===== src/design/fsv_pkg.sv =====
package fsv_pkg;
   localparam int NUM_CH = 18;
   localparam int CLK_MHZ = 250;
   // time figures and the cycle counts derived from them
   localparam int CURRENT_SET_PIN_DGL_NS = 1000;
   localparam int CURRENT_SET_PIN_DGL_CYC = (CURRENT_SET_PIN_DGL_NS * CLK_MHZ + 999) / 1000;
   localparam int LED_DGL_NS = 10000;
   localparam int LED_DGL_CYC = (LED_DGL_NS * CLK_MHZ + 999) / 1000;
   localparam int DELAY_STEP_NS = 1000;
   localparam int DELAY_STEP_CYC = (DELAY_STEP_NS * CLK_MHZ) / 1000;
   localparam int CNT_W = 12;
   // register offsets
   localparam logic [7:0] THERMAL_CTRL_ADDR = 8'h02;
   localparam logic [7:0] FAULT_CONFIG_ADDR = 8'h4d;
   localparam logic [7:0] DET_EN_ADDR = 8'h4c;
   localparam logic [7:0] SHORT_CH_ADDR = 8'h4e;
   localparam logic [7:0] OPEN_CH_ADDR = 8'h51;
   localparam logic [7:0] SLS_CH_ADDR = 8'h54;
   localparam logic [7:0] FAULT_KIND_ADDR = 8'h57;
   localparam logic [7:0] CRC_COUNT_ADDR = 8'h58;
   // reset values
   localparam logic [7:0] THERMAL_CTRL_RST = 8'h00;
   localparam logic [7:0] FAULT_CONFIG_RST = 8'h00;
   localparam logic [7:0] DET_EN_RST = 8'h00;
   localparam logic [7:0] FAULT_KIND_RST = 8'h00;
   // thermal_control fields
   localparam int ROLLOFF_FLOOR_LSB = 0;
   localparam int ROLLOFF_REPORT_BIT = 3;
   localparam int OVERHEAT_REPORT_BIT = 4;
   // fault_config field
   localparam int DELAY_SEL_LSB = 0;
   // fault_kind_flags bits
   localparam int OPEN_BIT = 0;
   localparam int STR_SHORT_BIT = 1;
   localparam int SLS_BIT = 2;
   localparam int CURRENT_SET_PIN_BIT = 3;
   localparam int OVERHEAT_BIT = 4;
   localparam int ROLLOFF_BIT = 5;
   localparam int WDOG_BIT = 6;
   localparam int CRC_BIT = 7;
   // channel fault kinds; detection enables sit at 2*kind and 2*kind+1
   localparam int KIND_OPEN = 0;
   localparam int KIND_SHORT = 1;
   localparam int KIND_SLS = 2;
   localparam int NUM_KIND = 3;

   typedef struct packed {
      logic current_set_pin_overcurrent;
      logic temp_over_shutdown;
      logic temp_below_hyst;
      logic temp_over_rolloff;
      logic supply_undervoltage;
   } fsv_sense_t;

   typedef struct packed {
      logic wr;
      logic rd;
      logic [7:0] addr;
      logic [7:0] wdata;
   } fsv_reg_req_t;
endpackage


===== src/design/fsv_fault_supervisor.sv =====
// Contract
// - an CURRENT_SET_PIN overcurrent lasting past 1us drops all outputs to 17mA and sets the CURRENT_SET_PIN short flag.
// - after any reported fault flag is set, the fault pin goes low only after the fault delay.
// - when CURRENT_SET_PIN returns to normal, outputs recover and the pin releases after the delay.
// - the eight fault kind flags stay set after the cause and are cleared by writing zero.
// - over-temperature switches all channels off, sets its flag and reports if enabled.
// - channels stay off until below the hysteresis point, then the pin releases after delay.
// - above the roll-off point currents reduce, the flag sets, and reporting is optional.
// - a three-bit field selects the roll-off floor, and roll-off acts only when nonzero.
// - below the roll-off point currents ramp back and the pin releases after the delay.
// - supply undervoltage turns channels off and resets all registers, leaving the pin alone.
// - channel faults detect only with both enables and a PWM pulse over 10us, giving 4mA.
// - a CRC mismatch counts the error, sets the CRC flag and pulls the pin low.
// - a watchdog expiry with a fail-safe strap enters fail-safe and reports loss.
// - detection and actions are the same in fail-safe as in normal state.
// - the fault pin is open drain, driven low while reporting, released after delay.
// - per-channel flags clear themselves in the first PWM on phase after that channel's condition ends.
`timescale 1ns/1ps
`default_nettype none
module fsv_fault_supervisor #(
   parameter int N_CH = fsv_pkg::NUM_CH
) (
   input wire logic clock, // core clock
   input wire logic rst_n, // sync reset, active low
   input wire fsv_pkg::fsv_sense_t sense, // analog comparator levels
   input wire logic [N_CH-1:0] ch_open, // per-channel open comparator
   input wire logic [N_CH-1:0] ch_short, // per-channel string short comparator
   input wire logic [N_CH-1:0] ch_sls, // per-channel single short comparator
   input wire logic [N_CH-1:0] pwm_on, // per-channel PWM on phase
   input wire logic failsafe_strap_sel, // strap selects a fail-safe mode
   input wire logic crc_mismatch, // one-cycle pulse from frame logic
   input wire logic watchdog_expired, // one-cycle pulse from watchdog
   input wire fsv_pkg::fsv_reg_req_t reg_req, // register request
   output logic [7:0] reg_rdata, // read data, one cycle after rd
   output logic fault_out_n_o, // pin level when driven, always low
   output logic fault_out_n_oe, // pin enable, high pulls low
   output logic all_off, // all channels forced off
   output logic reduce_17ma, // all channels at 17mA
   output logic rolloff_active, // linear current roll-off engaged
   output logic [2:0] rolloff_floor_sel, // roll-off floor to the current DAC
   output logic [N_CH-1:0] ch_retry_4ma, // channel held at 4mA retry
   output logic failsafe_mode, // fail-safe operation
   output logic [7:0] crc_err_count // saturating CRC error count
);
   import fsv_pkg::*;

   fsv_sense_t sense_m;
   fsv_sense_t sense_s;
   logic [N_CH-1:0] open_m, open_s;
   logic [N_CH-1:0] short_m, short_s;
   logic [N_CH-1:0] sls_m, sls_s;
   logic [N_CH-1:0] pwm_m, pwm_s;
   logic strap_m, strap_s;
   logic clr;
   logic [7:0] thermal_ctrl_reg;
   logic [7:0] fault_config_reg;
   logic [7:0] det_en_reg;
   logic [7:0] fault_kind_flags;
   logic [7:0] next_flags;
   logic [7:0] flag_set;
   logic [CNT_W-1:0] current_set_pin_cnt;
   logic current_set_pin_active;
   logic overheat_hold;
   logic strap_seen;
   logic strap_cap;
   logic report_want;
   logic [CNT_W-1:0] pin_cnt;
   logic [CNT_W-1:0] delay_cyc;
   logic [N_CH-1:0] kind_any;
   wire [NUM_KIND-1:0][N_CH-1:0] ch_flag;
   wire [NUM_KIND-1:0][N_CH-1:0] ch_raw;
   wire [NUM_KIND-1:0] kind_set;
   logic [NUM_KIND-1:0][23:0] ch_flag_rd;
   logic rolloff_on;
   logic wr_flags;
   logic [7:0] crc_limit;

   // comparators are asynchronous to the core clock
   always_ff @(posedge clock) begin
      sense_m <= sense;
      sense_s <= sense_m;
      open_m <= ch_open;
      open_s <= open_m;
      short_m <= ch_short;
      short_s <= short_m;
      sls_m <= ch_sls;
      sls_s <= sls_m;
      pwm_m <= pwm_on;
      pwm_s <= pwm_m;
      strap_m <= failsafe_strap_sel;
      strap_s <= strap_m;
   end

   // undervoltage acts as a register reset but never touches the pin
   assign clr = !rst_n || sense_s.supply_undervoltage;

   assign ch_raw[KIND_OPEN] = open_s;
   assign ch_raw[KIND_SHORT] = short_s;
   assign ch_raw[KIND_SLS] = sls_s;
   assign wr_flags = reg_req.wr && reg_req.addr == FAULT_KIND_ADDR;
   assign crc_limit = 8'hff;

   // register writes
   always_ff @(posedge clock) begin
      if (clr) begin
         thermal_ctrl_reg <= THERMAL_CTRL_RST;
         fault_config_reg <= FAULT_CONFIG_RST;
         det_en_reg <= DET_EN_RST;
      end else if (reg_req.wr) begin
         case (reg_req.addr)
            THERMAL_CTRL_ADDR: thermal_ctrl_reg <= reg_req.wdata;
            FAULT_CONFIG_ADDR: fault_config_reg <= reg_req.wdata;
            DET_EN_ADDR: det_en_reg <= reg_req.wdata;
            default: begin
            end
         endcase
      end
   end

   // per-channel deglitch; counting only in the PWM on phase
   genvar k, c;
   generate
      for (k = 0; k < NUM_KIND; k++) begin : g_kind
         for (c = 0; c < N_CH; c++) begin : g_ch
            logic [CNT_W-1:0] cnt;
            logic flag;
            logic armed;
            assign armed = det_en_reg[2*k] && det_en_reg[2*k+1];
            always_ff @(posedge clock) begin
               if (clr || !armed) begin
                  cnt <= '0;
                  flag <= 1'b0;
               end else if (pwm_s[c]) begin
                  if (!ch_raw[k][c]) begin
                     cnt <= '0;
                     flag <= 1'b0;
                  end else if (cnt >= CNT_W'(LED_DGL_CYC)) begin
                     flag <= 1'b1;
                  end else begin
                     cnt <= cnt + 1'b1;
                  end
               end else begin
                  cnt <= '0; // short pulses never reach the deglitch
               end
            end
            assign ch_flag[k][c] = flag;
         end
         assign kind_set[k] = |ch_flag[k];
      end
   endgenerate

   always_comb begin
      for (int i = 0; i < N_CH; i++) begin
         kind_any[i] = ch_flag[KIND_OPEN][i] || ch_flag[KIND_SHORT][i] || ch_flag[KIND_SLS][i];
      end
   end

   // faulty channels keep a retry current, the rest stay on
   always_ff @(posedge clock) begin
      if (clr) begin
         ch_retry_4ma <= '0;
      end else begin
         ch_retry_4ma <= kind_any;
      end
   end

   // current-set pin short
   // counter parks at the limit so a lasting short never wraps and re-arms
   always_ff @(posedge clock) begin
      if (clr) begin
         current_set_pin_cnt <= '0;
         current_set_pin_active <= 1'b0;
      end else if (!sense_s.current_set_pin_overcurrent) begin
         current_set_pin_cnt <= '0;
         current_set_pin_active <= 1'b0;
      end else if (current_set_pin_cnt >= CNT_W'(CURRENT_SET_PIN_DGL_CYC)) begin
         current_set_pin_active <= 1'b1;
      end else begin
         current_set_pin_cnt <= current_set_pin_cnt + 1'b1;
      end
   end

   // thermal shutdown; restart blocked until below hysteresis
   always_ff @(posedge clock) begin
      if (clr) begin
         overheat_hold <= 1'b0;
      end else if (sense_s.temp_over_shutdown) begin
         overheat_hold <= 1'b1;
      end else if (sense_s.temp_below_hyst) begin
         overheat_hold <= 1'b0;
      end
   end

   // field read from the register so a zero write stops roll-off in the same cycle
   assign rolloff_on = sense_s.temp_over_rolloff && thermal_ctrl_reg[ROLLOFF_FLOOR_LSB +: 3] != 3'b000;

   // strap captured once after reset release
   // a strap change later on is ignored until the next reset or undervoltage
   always_ff @(posedge clock) begin
      if (clr) begin
         strap_seen <= 1'b0;
         strap_cap <= 1'b0;
      end else if (!strap_seen) begin
         strap_seen <= 1'b1;
         strap_cap <= strap_s;
      end
   end

   // hardware set events gathered in one vector
   always_comb begin
      flag_set = 8'h00;
      flag_set[OPEN_BIT] = kind_set[KIND_OPEN];
      flag_set[STR_SHORT_BIT] = kind_set[KIND_SHORT];
      flag_set[SLS_BIT] = kind_set[KIND_SLS];
      flag_set[CURRENT_SET_PIN_BIT] = current_set_pin_active;
      flag_set[OVERHEAT_BIT] = overheat_hold;
      flag_set[ROLLOFF_BIT] = rolloff_on;
      flag_set[WDOG_BIT] = watchdog_expired && strap_cap;
      flag_set[CRC_BIT] = crc_mismatch;
   end

   // latched kind flags: a set in the same cycle as a host clear wins
   always_comb begin
      next_flags = fault_kind_flags;
      if (wr_flags) begin
         next_flags = fault_kind_flags & reg_req.wdata;
      end
      next_flags = next_flags | flag_set;
   end

   always_ff @(posedge clock) begin
      if (clr) begin
         fault_kind_flags <= FAULT_KIND_RST;
      end else begin
         fault_kind_flags <= next_flags;
      end
   end

   // fail-safe leaves when the host acknowledges the loss
   always_ff @(posedge clock) begin
      if (clr) begin
         failsafe_mode <= 1'b0;
      end else if (watchdog_expired && strap_cap) begin
         failsafe_mode <= 1'b1;
      end else if (!fault_kind_flags[WDOG_BIT]) begin
         failsafe_mode <= 1'b0;
      end
   end

   always_ff @(posedge clock) begin
      if (clr) begin
         crc_err_count <= 8'h00;
      end else if (crc_mismatch && crc_err_count != crc_limit) begin
         // saturating, so a burst of errors never wraps back to a small count
         crc_err_count <= crc_err_count + 8'h01;
      end
   end

   // channel actions, identical in fail-safe and normal state
   always_ff @(posedge clock) begin
      if (clr) begin
         all_off <= 1'b1;
         reduce_17ma <= 1'b0;
         rolloff_active <= 1'b0;
         rolloff_floor_sel <= 3'b000;
      end else begin
         all_off <= overheat_hold;
         reduce_17ma <= current_set_pin_active;
         rolloff_active <= rolloff_on;
         rolloff_floor_sel <= thermal_ctrl_reg[ROLLOFF_FLOOR_LSB +: 3];
      end
   end

   // live causes release the pin on their own; crc and watchdog wait for the host
   always_comb begin
      report_want = |kind_any || current_set_pin_active;
      if (overheat_hold && thermal_ctrl_reg[OVERHEAT_REPORT_BIT]) begin
         report_want = 1'b1;
      end
      if (rolloff_on && thermal_ctrl_reg[ROLLOFF_REPORT_BIT]) begin
         report_want = 1'b1;
      end
      if (fault_kind_flags[CRC_BIT] || fault_kind_flags[WDOG_BIT]) begin
         report_want = 1'b1;
      end
   end

   // a report level shorter than the delay never reaches the pin
   assign delay_cyc = CNT_W'(fault_config_reg[DELAY_SEL_LSB +: 4]) * CNT_W'(DELAY_STEP_CYC);

   // pin follows the report level, each change held back by the delay
   // undervoltage leaves this alone; only rst_n clears the pin state
   always_ff @(posedge clock) begin
      if (!rst_n) begin
         pin_cnt <= '0;
         fault_out_n_oe <= 1'b0;
      end else if (report_want == fault_out_n_oe) begin
         pin_cnt <= '0;
      end else if (pin_cnt >= delay_cyc) begin
         pin_cnt <= '0;
         fault_out_n_oe <= report_want;
      end else begin
         pin_cnt <= pin_cnt + 1'b1;
      end
   end

   // open drain: only ever drives low
   always_ff @(posedge clock) begin
      fault_out_n_o <= 1'b0;
   end

   // channel flags padded to three bytes per kind for the read window
   always_comb begin
      for (int i = 0; i < NUM_KIND; i++) begin
         ch_flag_rd[i] = 24'(ch_flag[i]);
      end
   end

   always_ff @(posedge clock) begin
      if (clr) begin
         reg_rdata <= 8'h00;
      end else if (reg_req.rd) begin
         case (reg_req.addr)
            THERMAL_CTRL_ADDR: reg_rdata <= thermal_ctrl_reg;
            FAULT_CONFIG_ADDR: reg_rdata <= fault_config_reg;
            DET_EN_ADDR: reg_rdata <= det_en_reg;
            SHORT_CH_ADDR: reg_rdata <= ch_flag_rd[KIND_SHORT][7:0];
            SHORT_CH_ADDR + 8'h01: reg_rdata <= ch_flag_rd[KIND_SHORT][15:8];
            SHORT_CH_ADDR + 8'h02: reg_rdata <= ch_flag_rd[KIND_SHORT][23:16];
            OPEN_CH_ADDR: reg_rdata <= ch_flag_rd[KIND_OPEN][7:0];
            OPEN_CH_ADDR + 8'h01: reg_rdata <= ch_flag_rd[KIND_OPEN][15:8];
            OPEN_CH_ADDR + 8'h02: reg_rdata <= ch_flag_rd[KIND_OPEN][23:16];
            SLS_CH_ADDR: reg_rdata <= ch_flag_rd[KIND_SLS][7:0];
            SLS_CH_ADDR + 8'h01: reg_rdata <= ch_flag_rd[KIND_SLS][15:8];
            SLS_CH_ADDR + 8'h02: reg_rdata <= ch_flag_rd[KIND_SLS][23:16];
            FAULT_KIND_ADDR: reg_rdata <= fault_kind_flags;
            CRC_COUNT_ADDR: reg_rdata <= crc_err_count;
            default: reg_rdata <= 8'h00;
         endcase
      end
   end
endmodule
`default_nettype wire


===== config.mk =====
export PLATFORM = sky130hd
export DESIGN_NAME = fsv_fault_supervisor
export DESIGN_NICKNAME = d
export VERILOG_FILES = /design/src/design/fsv_pkg.sv /design/src/design/fsv_fault_supervisor.sv
export SDC_FILE = /design/constraint.sdc
export NUM_CORES = 2
export LEC_CHECK = 0
export ABC_AREA = 1
export BUFFER_PORTS_ARGS = -buffer_cell sky130_fd_sc_hd__clkbuf_2
export CORE_AREA = 4 4 291 293
export CTS_CLUSTER_DIAMETER = 80
export DETAILED_ROUTE_END_ITERATION = 12
export DIE_AREA = 0 0 295 297
export GPL_TIMING_DRIVEN = 0
export PLACE_DENSITY = 0.71
export SETUP_SLACK_MARGIN = 0.02
export SYNTH_ARGS = -nofsm -noshare
export SYNTH_HDL_FRONTEND = slang
export SYNTH_SLANG_ARGS = --single-unit

===== constraint.sdc =====
create_clock -name clock -period 5.3 [get_ports clock]
set_clock_uncertainty 0.1 [all_clocks]
set_input_delay 0.53 -clock clock [delete_from_list [all_inputs] [get_ports clock]]
set_output_delay 0.53 -clock clock [all_outputs]
set_load 0.02 [all_outputs]

; Yosys cells after proc, flatten, opt, wreduce, memory -nomap -nowiden
; Index checks and enable logic that the tools add are counted.
[classes]
reduce_logical = 175
mux = 118
n_mul = 1
n_eq_ne = 71
n_bitwise = 77
order_cmp = 56
add_sub_neg = 57
[ops]
columns = operator, count
row1 = "adder 12 x 1 -> 12 bit, second input constant", 56
row2 = ">= comparator 12 bit, second input constant", 54
row3 = OR reduction 3 bit, 55
row4 = 2-to-1 mux 1 bit, 116
row5 = AND reduction 2 bit, 58
row6 = case mux 8 bit (14 select lines), 1
row7 = "inequality test 2 x 1 -> 1 bit, second input constant", 55
row8 = "== test 8 x 7 -> 1 bit, second input constant", 13
row9 = inverter 1 bit, 75
row10 = OR reduction 18 bit, 4
row11 = logical OR 1 bit, 42
row12 = >= comparator 12 bit, 1
row13 = ">= comparator 12 x 8 -> 1 bit, second input constant", 1
row14 = "multiplier 4 x 7 -> 11 bit, second input constant", 1
row15 = logical AND 1 bit, 9
row16 = "adder 8 x 1 -> 8 bit, second input constant", 1
row17 = AND 8 bit, 1
row18 = "== test 8 x 2 -> 1 bit, second input constant", 1
row19 = 2-to-1 mux 8 bit, 1
row20 = "inequality test 8 bit, second input constant", 1
row21 = OR 8 bit, 1
row22 = logical NOT 1 bit, 4
row23 = nonzero test 3 bit, 1
row24 = nonzero test 2 bit, 1
row25 = other kinds (2), 2
[word_totals]
register_bits = 960
in_bits = 100
output_inout_bits = 43

; Logic depth before layout (Yosys ltp)
[logic_depth]
word_depth = 10
ltp_mapped = 19

; Worst setup path after synthesis
; No wires, ideal clock.
[synth_timing]
path_kind = flip-flop to flip-flop
startpoint = reg fault_config_reg[2]
endpoint = reg pin_cnt[10]
path_buffers = 1
arrival_time_ps = 3702
t_required_ps = 5068
path_slack_ps = 1366
synth_period_minus_slack_ps = 3934
stages_incl_launch_ff = 20
path_cell_list = dfxtp_1 fa_1 inv_1 fa_1 inv_1 ha_1 nand2_1 o21ai_0 a21oi_1 o21ai_0 xor2_1 ha_1 nand2_1 nor2_1 o21ai_0 nand3_1 nor2_1 nand3_1 clkbuf_1 nor3_1
[synth_via]
elab_chain_len = 3
[synth_rtl]
columns = element, line
row1 = start: declaration, fsv_fault_supervisor.sv:56  ; logic [7:0] fault_config_reg;
row2 = start signal: assignment, fsv_fault_supervisor.sv:112  ; FAULT_CONFIG_ADDR: fault_config_reg <= reg_req.wdata;
row3 = multiplier 4 x 7 -> 11 bit, fsv_fault_supervisor.sv:289  ; assign delay_cyc = CNT_W'(fault_config_reg[DELAY_SEL_LSB +: 4]) * CNT_W'(DELAY_STEP_CYC);
row4 = >= comparator 12 bit, fsv_fault_supervisor.sv:299  ; end else if (pin_cnt >= delay_cyc) begin
row5 = OR reduction 3 bit (no source line), -
row6 = end signal: assignment, fsv_fault_supervisor.sv:303  ; pin_cnt <= pin_cnt + 1'b1;
row7 = end: declaration, fsv_fault_supervisor.sv:67  ; logic [CNT_W-1:0] pin_cnt;
; No other way between the ends.
; A chain may end at the register's enable or synchronous reset.

; Final worst setup path
[layout_timing]
startpoint = reg fault_config_reg[2]
endpoint = reg pin_cnt[2]
; The elaborated chain is that of the path after synthesis.

==> summary.txt <==
WL per Instance: 14.3 microns
core area: 81800 sq um
CP Launch Point: fault_config_reg[2]$_SDFFE_PN0P_
status: finished, final reports clean
warnings from Yosys: 0
GRT Total Usage: 0.244
Largest regs: g_kind.g_ch.cnt (648), g_kind.g_ch.flag (54)
R2R depth: 19
post-route setup TNS: 0 ps
DRC violations left: 0
total grt overflow: 0
Final Setup Violations: 0
Total Power: 14.8 mW
period utilization: 0.851
Slew Limit Fails: 0
Max Fclk: 222 MHz
Die W: 295 microns
DP Area: 46800 sq um
post_cts resized: 0
wirelength, routed: 110 mm
crit path DAT: 4930 ps
Final HPWL DP: 79.7 mm
Async SR Flop Fraction: 0
crit path time final: 4510 ps
Die Area: 87600 sq um
Row Count: 105
most numerous cell on the critical path: o21ai_0
Clk network pwr share: 0.493
CTS Buffer Depth: 3
Final Non-Filler Cells: 7678
GP Congestion: 0.952
R2R Path Start: fault_config_reg[2]$_SDFFE_PN0P_
Critical Path End: pin_cnt[2]$_SDFF_PP0_
synthesized flop and latch total: 960
initial core utilization: 0.547
DRT Pass-1 Iters: 6
Final Hold Viols: 0
worst setup path category: reg -> reg
Most used DFF post-synth: dfxtp_1
CP max stage cell: fa_1
Mapped Area: 44800 sq um
Inst Count DP: 7417
power per cell area: 290 nW/um^2
total of max-cap violations: 0
r2r setup slk: 790 ps
share of post-route cells with drive strength above 1: 0.0574
CP cell instances: fa_1, inv_1, fa_1, inv_1, ha_1, nand2_1, o21ai_0, a21oi_1, o21ai_0, xor2_1, ha_1, nand2_1, nor2_1, o21ai_0, nand3_1, nor2_1, nand3_1, clkbuf_1, nor3_1
largest net degree at the start of global routing: 15
RSZ-0062 raised after global routing: false
Mapped Cells: 6207
fin util: 0.624
data required time of the worst path: 5720 ps
Hold Crit Class: in -> reg
Max transition margin: 0.0719
H-tree depth: 3
mean post-synth cell area: 7.22 sq um
post-CTS setup buffers: 0
Seq pwr share: 0.495
fin area: 51100 sq um
CTS tree: done
vias per cell: 5.27
Sw Ratio: 0.206
total CTS buffers: 101
Die Height: 297 microns
Top reg by flops: g_kind.g_ch.cnt
antenna-violating nets left: 0
Combinational Power Share: 0.012
CTS Sinks: 960
hold_ws: 63.7 ps
register area share after synthesis: 0.429
IO Pins: 143
CP endpoint kind: flip-flop
post-synth net total: 6451
Final nets: 6772
via count: 40440
initial DRC count: 2976
delay of the slowest critical-path stage: 670 ps
PnR worst setup slack: 789 ps
number of synthesized flops with an enable pin: 0
Static Leak: 18.2 nW
synth unique cells: 44
clock latency on the worst-skew pair: 660 ps
first-pass GRT wire length: 180 mm
Largest register FFs: 648
CTS root buf: clkbuf_16
CTS clk-pin slew, worst paths: 60 ps
Setup crit start kind: flip-flop
Max VDD drop: 240 uV
initial antenna violation count: 4
Post-CTS Hold Buffers: 78
CP Max Fanout: 10
Place WS: 802 ps
switching pwr: 3.05 mW
Worst-Margin Slew: 1390 ps
I/O Buffers: 140
Pint: 11.8 mW
RR Endpoint: pin_cnt[2]$_SDFF_PP0_
Syn-to-layout area delta: 14.1%
vias in the first global route: 36708
## power by group through the flow
| stage | clock network [mW] | registers (mW) | logic (mW) |
|---|---|---|---|
| CTS | 7.47 | 7.33 | 0.179 |
| global route | 7.75 | 7.33 | 0.199 |
| global placement | 0 | 7.49 | 0.133 |
| detailed placement | 0 | 7.49 | 0.133 |
| finish | 7.30 | 7.33 | 0.183 |
| floorplan | 0 | 7.46 | 0.0575 |
## worst max-delay path, delay by kind of cell, from the launching register on
family | cells | cell delay (ps)
flops | 1 | 420
compound gates | 4 | 740
simple gates | 7 | 710
xor+xnor | 1 | 100
fa+ha+maj | 4 | 1790
buf+inv | 3 | 520
## routing by layer
metal / wire, microns / track usage / vias to the layer above
met2: 48500 / 0.395 / 985
met5: 0 / 0 / -
li1: - / - / 20859
met3: 6850 / 0.0363 / 203
met1: 50500 / 0.335 / 18393
met4: 3880 / 0.0804 / 0
## placed cells by master, fill, tap and decap left out, types with 7 or more instances in the layout
| cell | Yosys | routed |
|---|---|---|
| nand2_1 | 1365 | 1365 |
| dfxtp_1 | 960 | 960 |
| inv_1 | 855 | 855 |
| a21oi_1 | 583 | 583 |
| nor2_1 | 488 | 488 |
| nand3_1 | 447 | 447 |
| o21ai_0 | 330 | 330 |
| nor3_1 | 284 | 284 |
| xor2_1 | 192 | 192 |
| clkbuf_2 | 0 | 140 |
| ha_1 | 137 | 137 |
| nand4_1 | 126 | 126 |
| clkbuf_16 | 0 | 105 |
| clkbuf_1 | 67 | 79 |
| dlygate4sd3_1 | 0 | 78 |
| xnor2_1 | 59 | 59 |
| nor4_1 | 50 | 50 |
| a211oi_1 | 49 | 49 |
| a31oi_1 | 37 | 37 |
| clkinv_1 | 36 | 36 |
| clkinv_2 | 0 | 23 |
| nand3_2 | 22 | 22 |
| clkbuf_8 | 0 | 19 |
| inv_2 | 14 | 14 |
| nor3b_1 | 11 | 11 |
| bufinv_16 | 0 | 11 |
| and2_1 | 10 | 10 |
| buf_2 | 9 | 9 |
| o21bai_1 | 8 | 8 |
| o21a_1 | 7 | 7 |
| fa_1 | 7 | 7 |
## logic make-up (layout without fill, tap and decap cells)
kind of cell	after synthesis	after routing	share of synthesized area
xor gates and xnor gates	251	251	0.0491
AOI/OAI and AO/OA	1031	1031	0.121
DFF	960	960	0.429
buffers and inverters	988	1386	0.0838
other	1	4	0.0000837
and+or+nand+nor	2832	2832	0.276
adders and majority gates	144	144	0.0414
## cell usage after synthesis, drive strengths merged, types with 67 or more instances
cell type  instances  area share
inv              869       0.073
o21ai            336       0.038
nor2             490       0.041
a21oi            583       0.065
xor2             192       0.038
clkbuf            67      0.0056
dfxtp            960        0.43
nand2           1365        0.11
nor3             289       0.033
ha               137       0.038
nand4            126       0.018
nand3            474       0.057
## area by class of cell
cell class	count	area, sq um
sequential	960	19200
clock inverter	44	539
clock buffer	136	2930
antenna	3	7.51
tap	1070	1340
inverter	905	3400
multi-input combinational	4259	21800
fill	7410	30800
timing repair buffer	218	1480
buffer	83	357
## how the worst min path moves through the flow
stage | cells after the start | end | slack, ps | from
floorplan | 0 | open_s[0]$_DFF_P_ | 210 | open_m[0]$_DFF_P_
global placement | 0 | pwm_s[10]$_DFF_P_ | 210 | pwm_m[10]$_DFF_P_
detailed placement | 0 | sls_s[17]$_DFF_P_ | 210 | sls_m[17]$_DFF_P_
CTS | 3 | fault_kind_flags[7]$_SDFF_PN0_ | 30 | crc_mismatch
global route | 3 | fault_out_n_oe$_SDFFE_PN0P_ | 70 | rst_n
finish | 3 | fault_kind_flags[7]$_SDFF_PN0_ | 60 | crc_mismatch
Note: power is estimated with default switching activity, not from simulation.
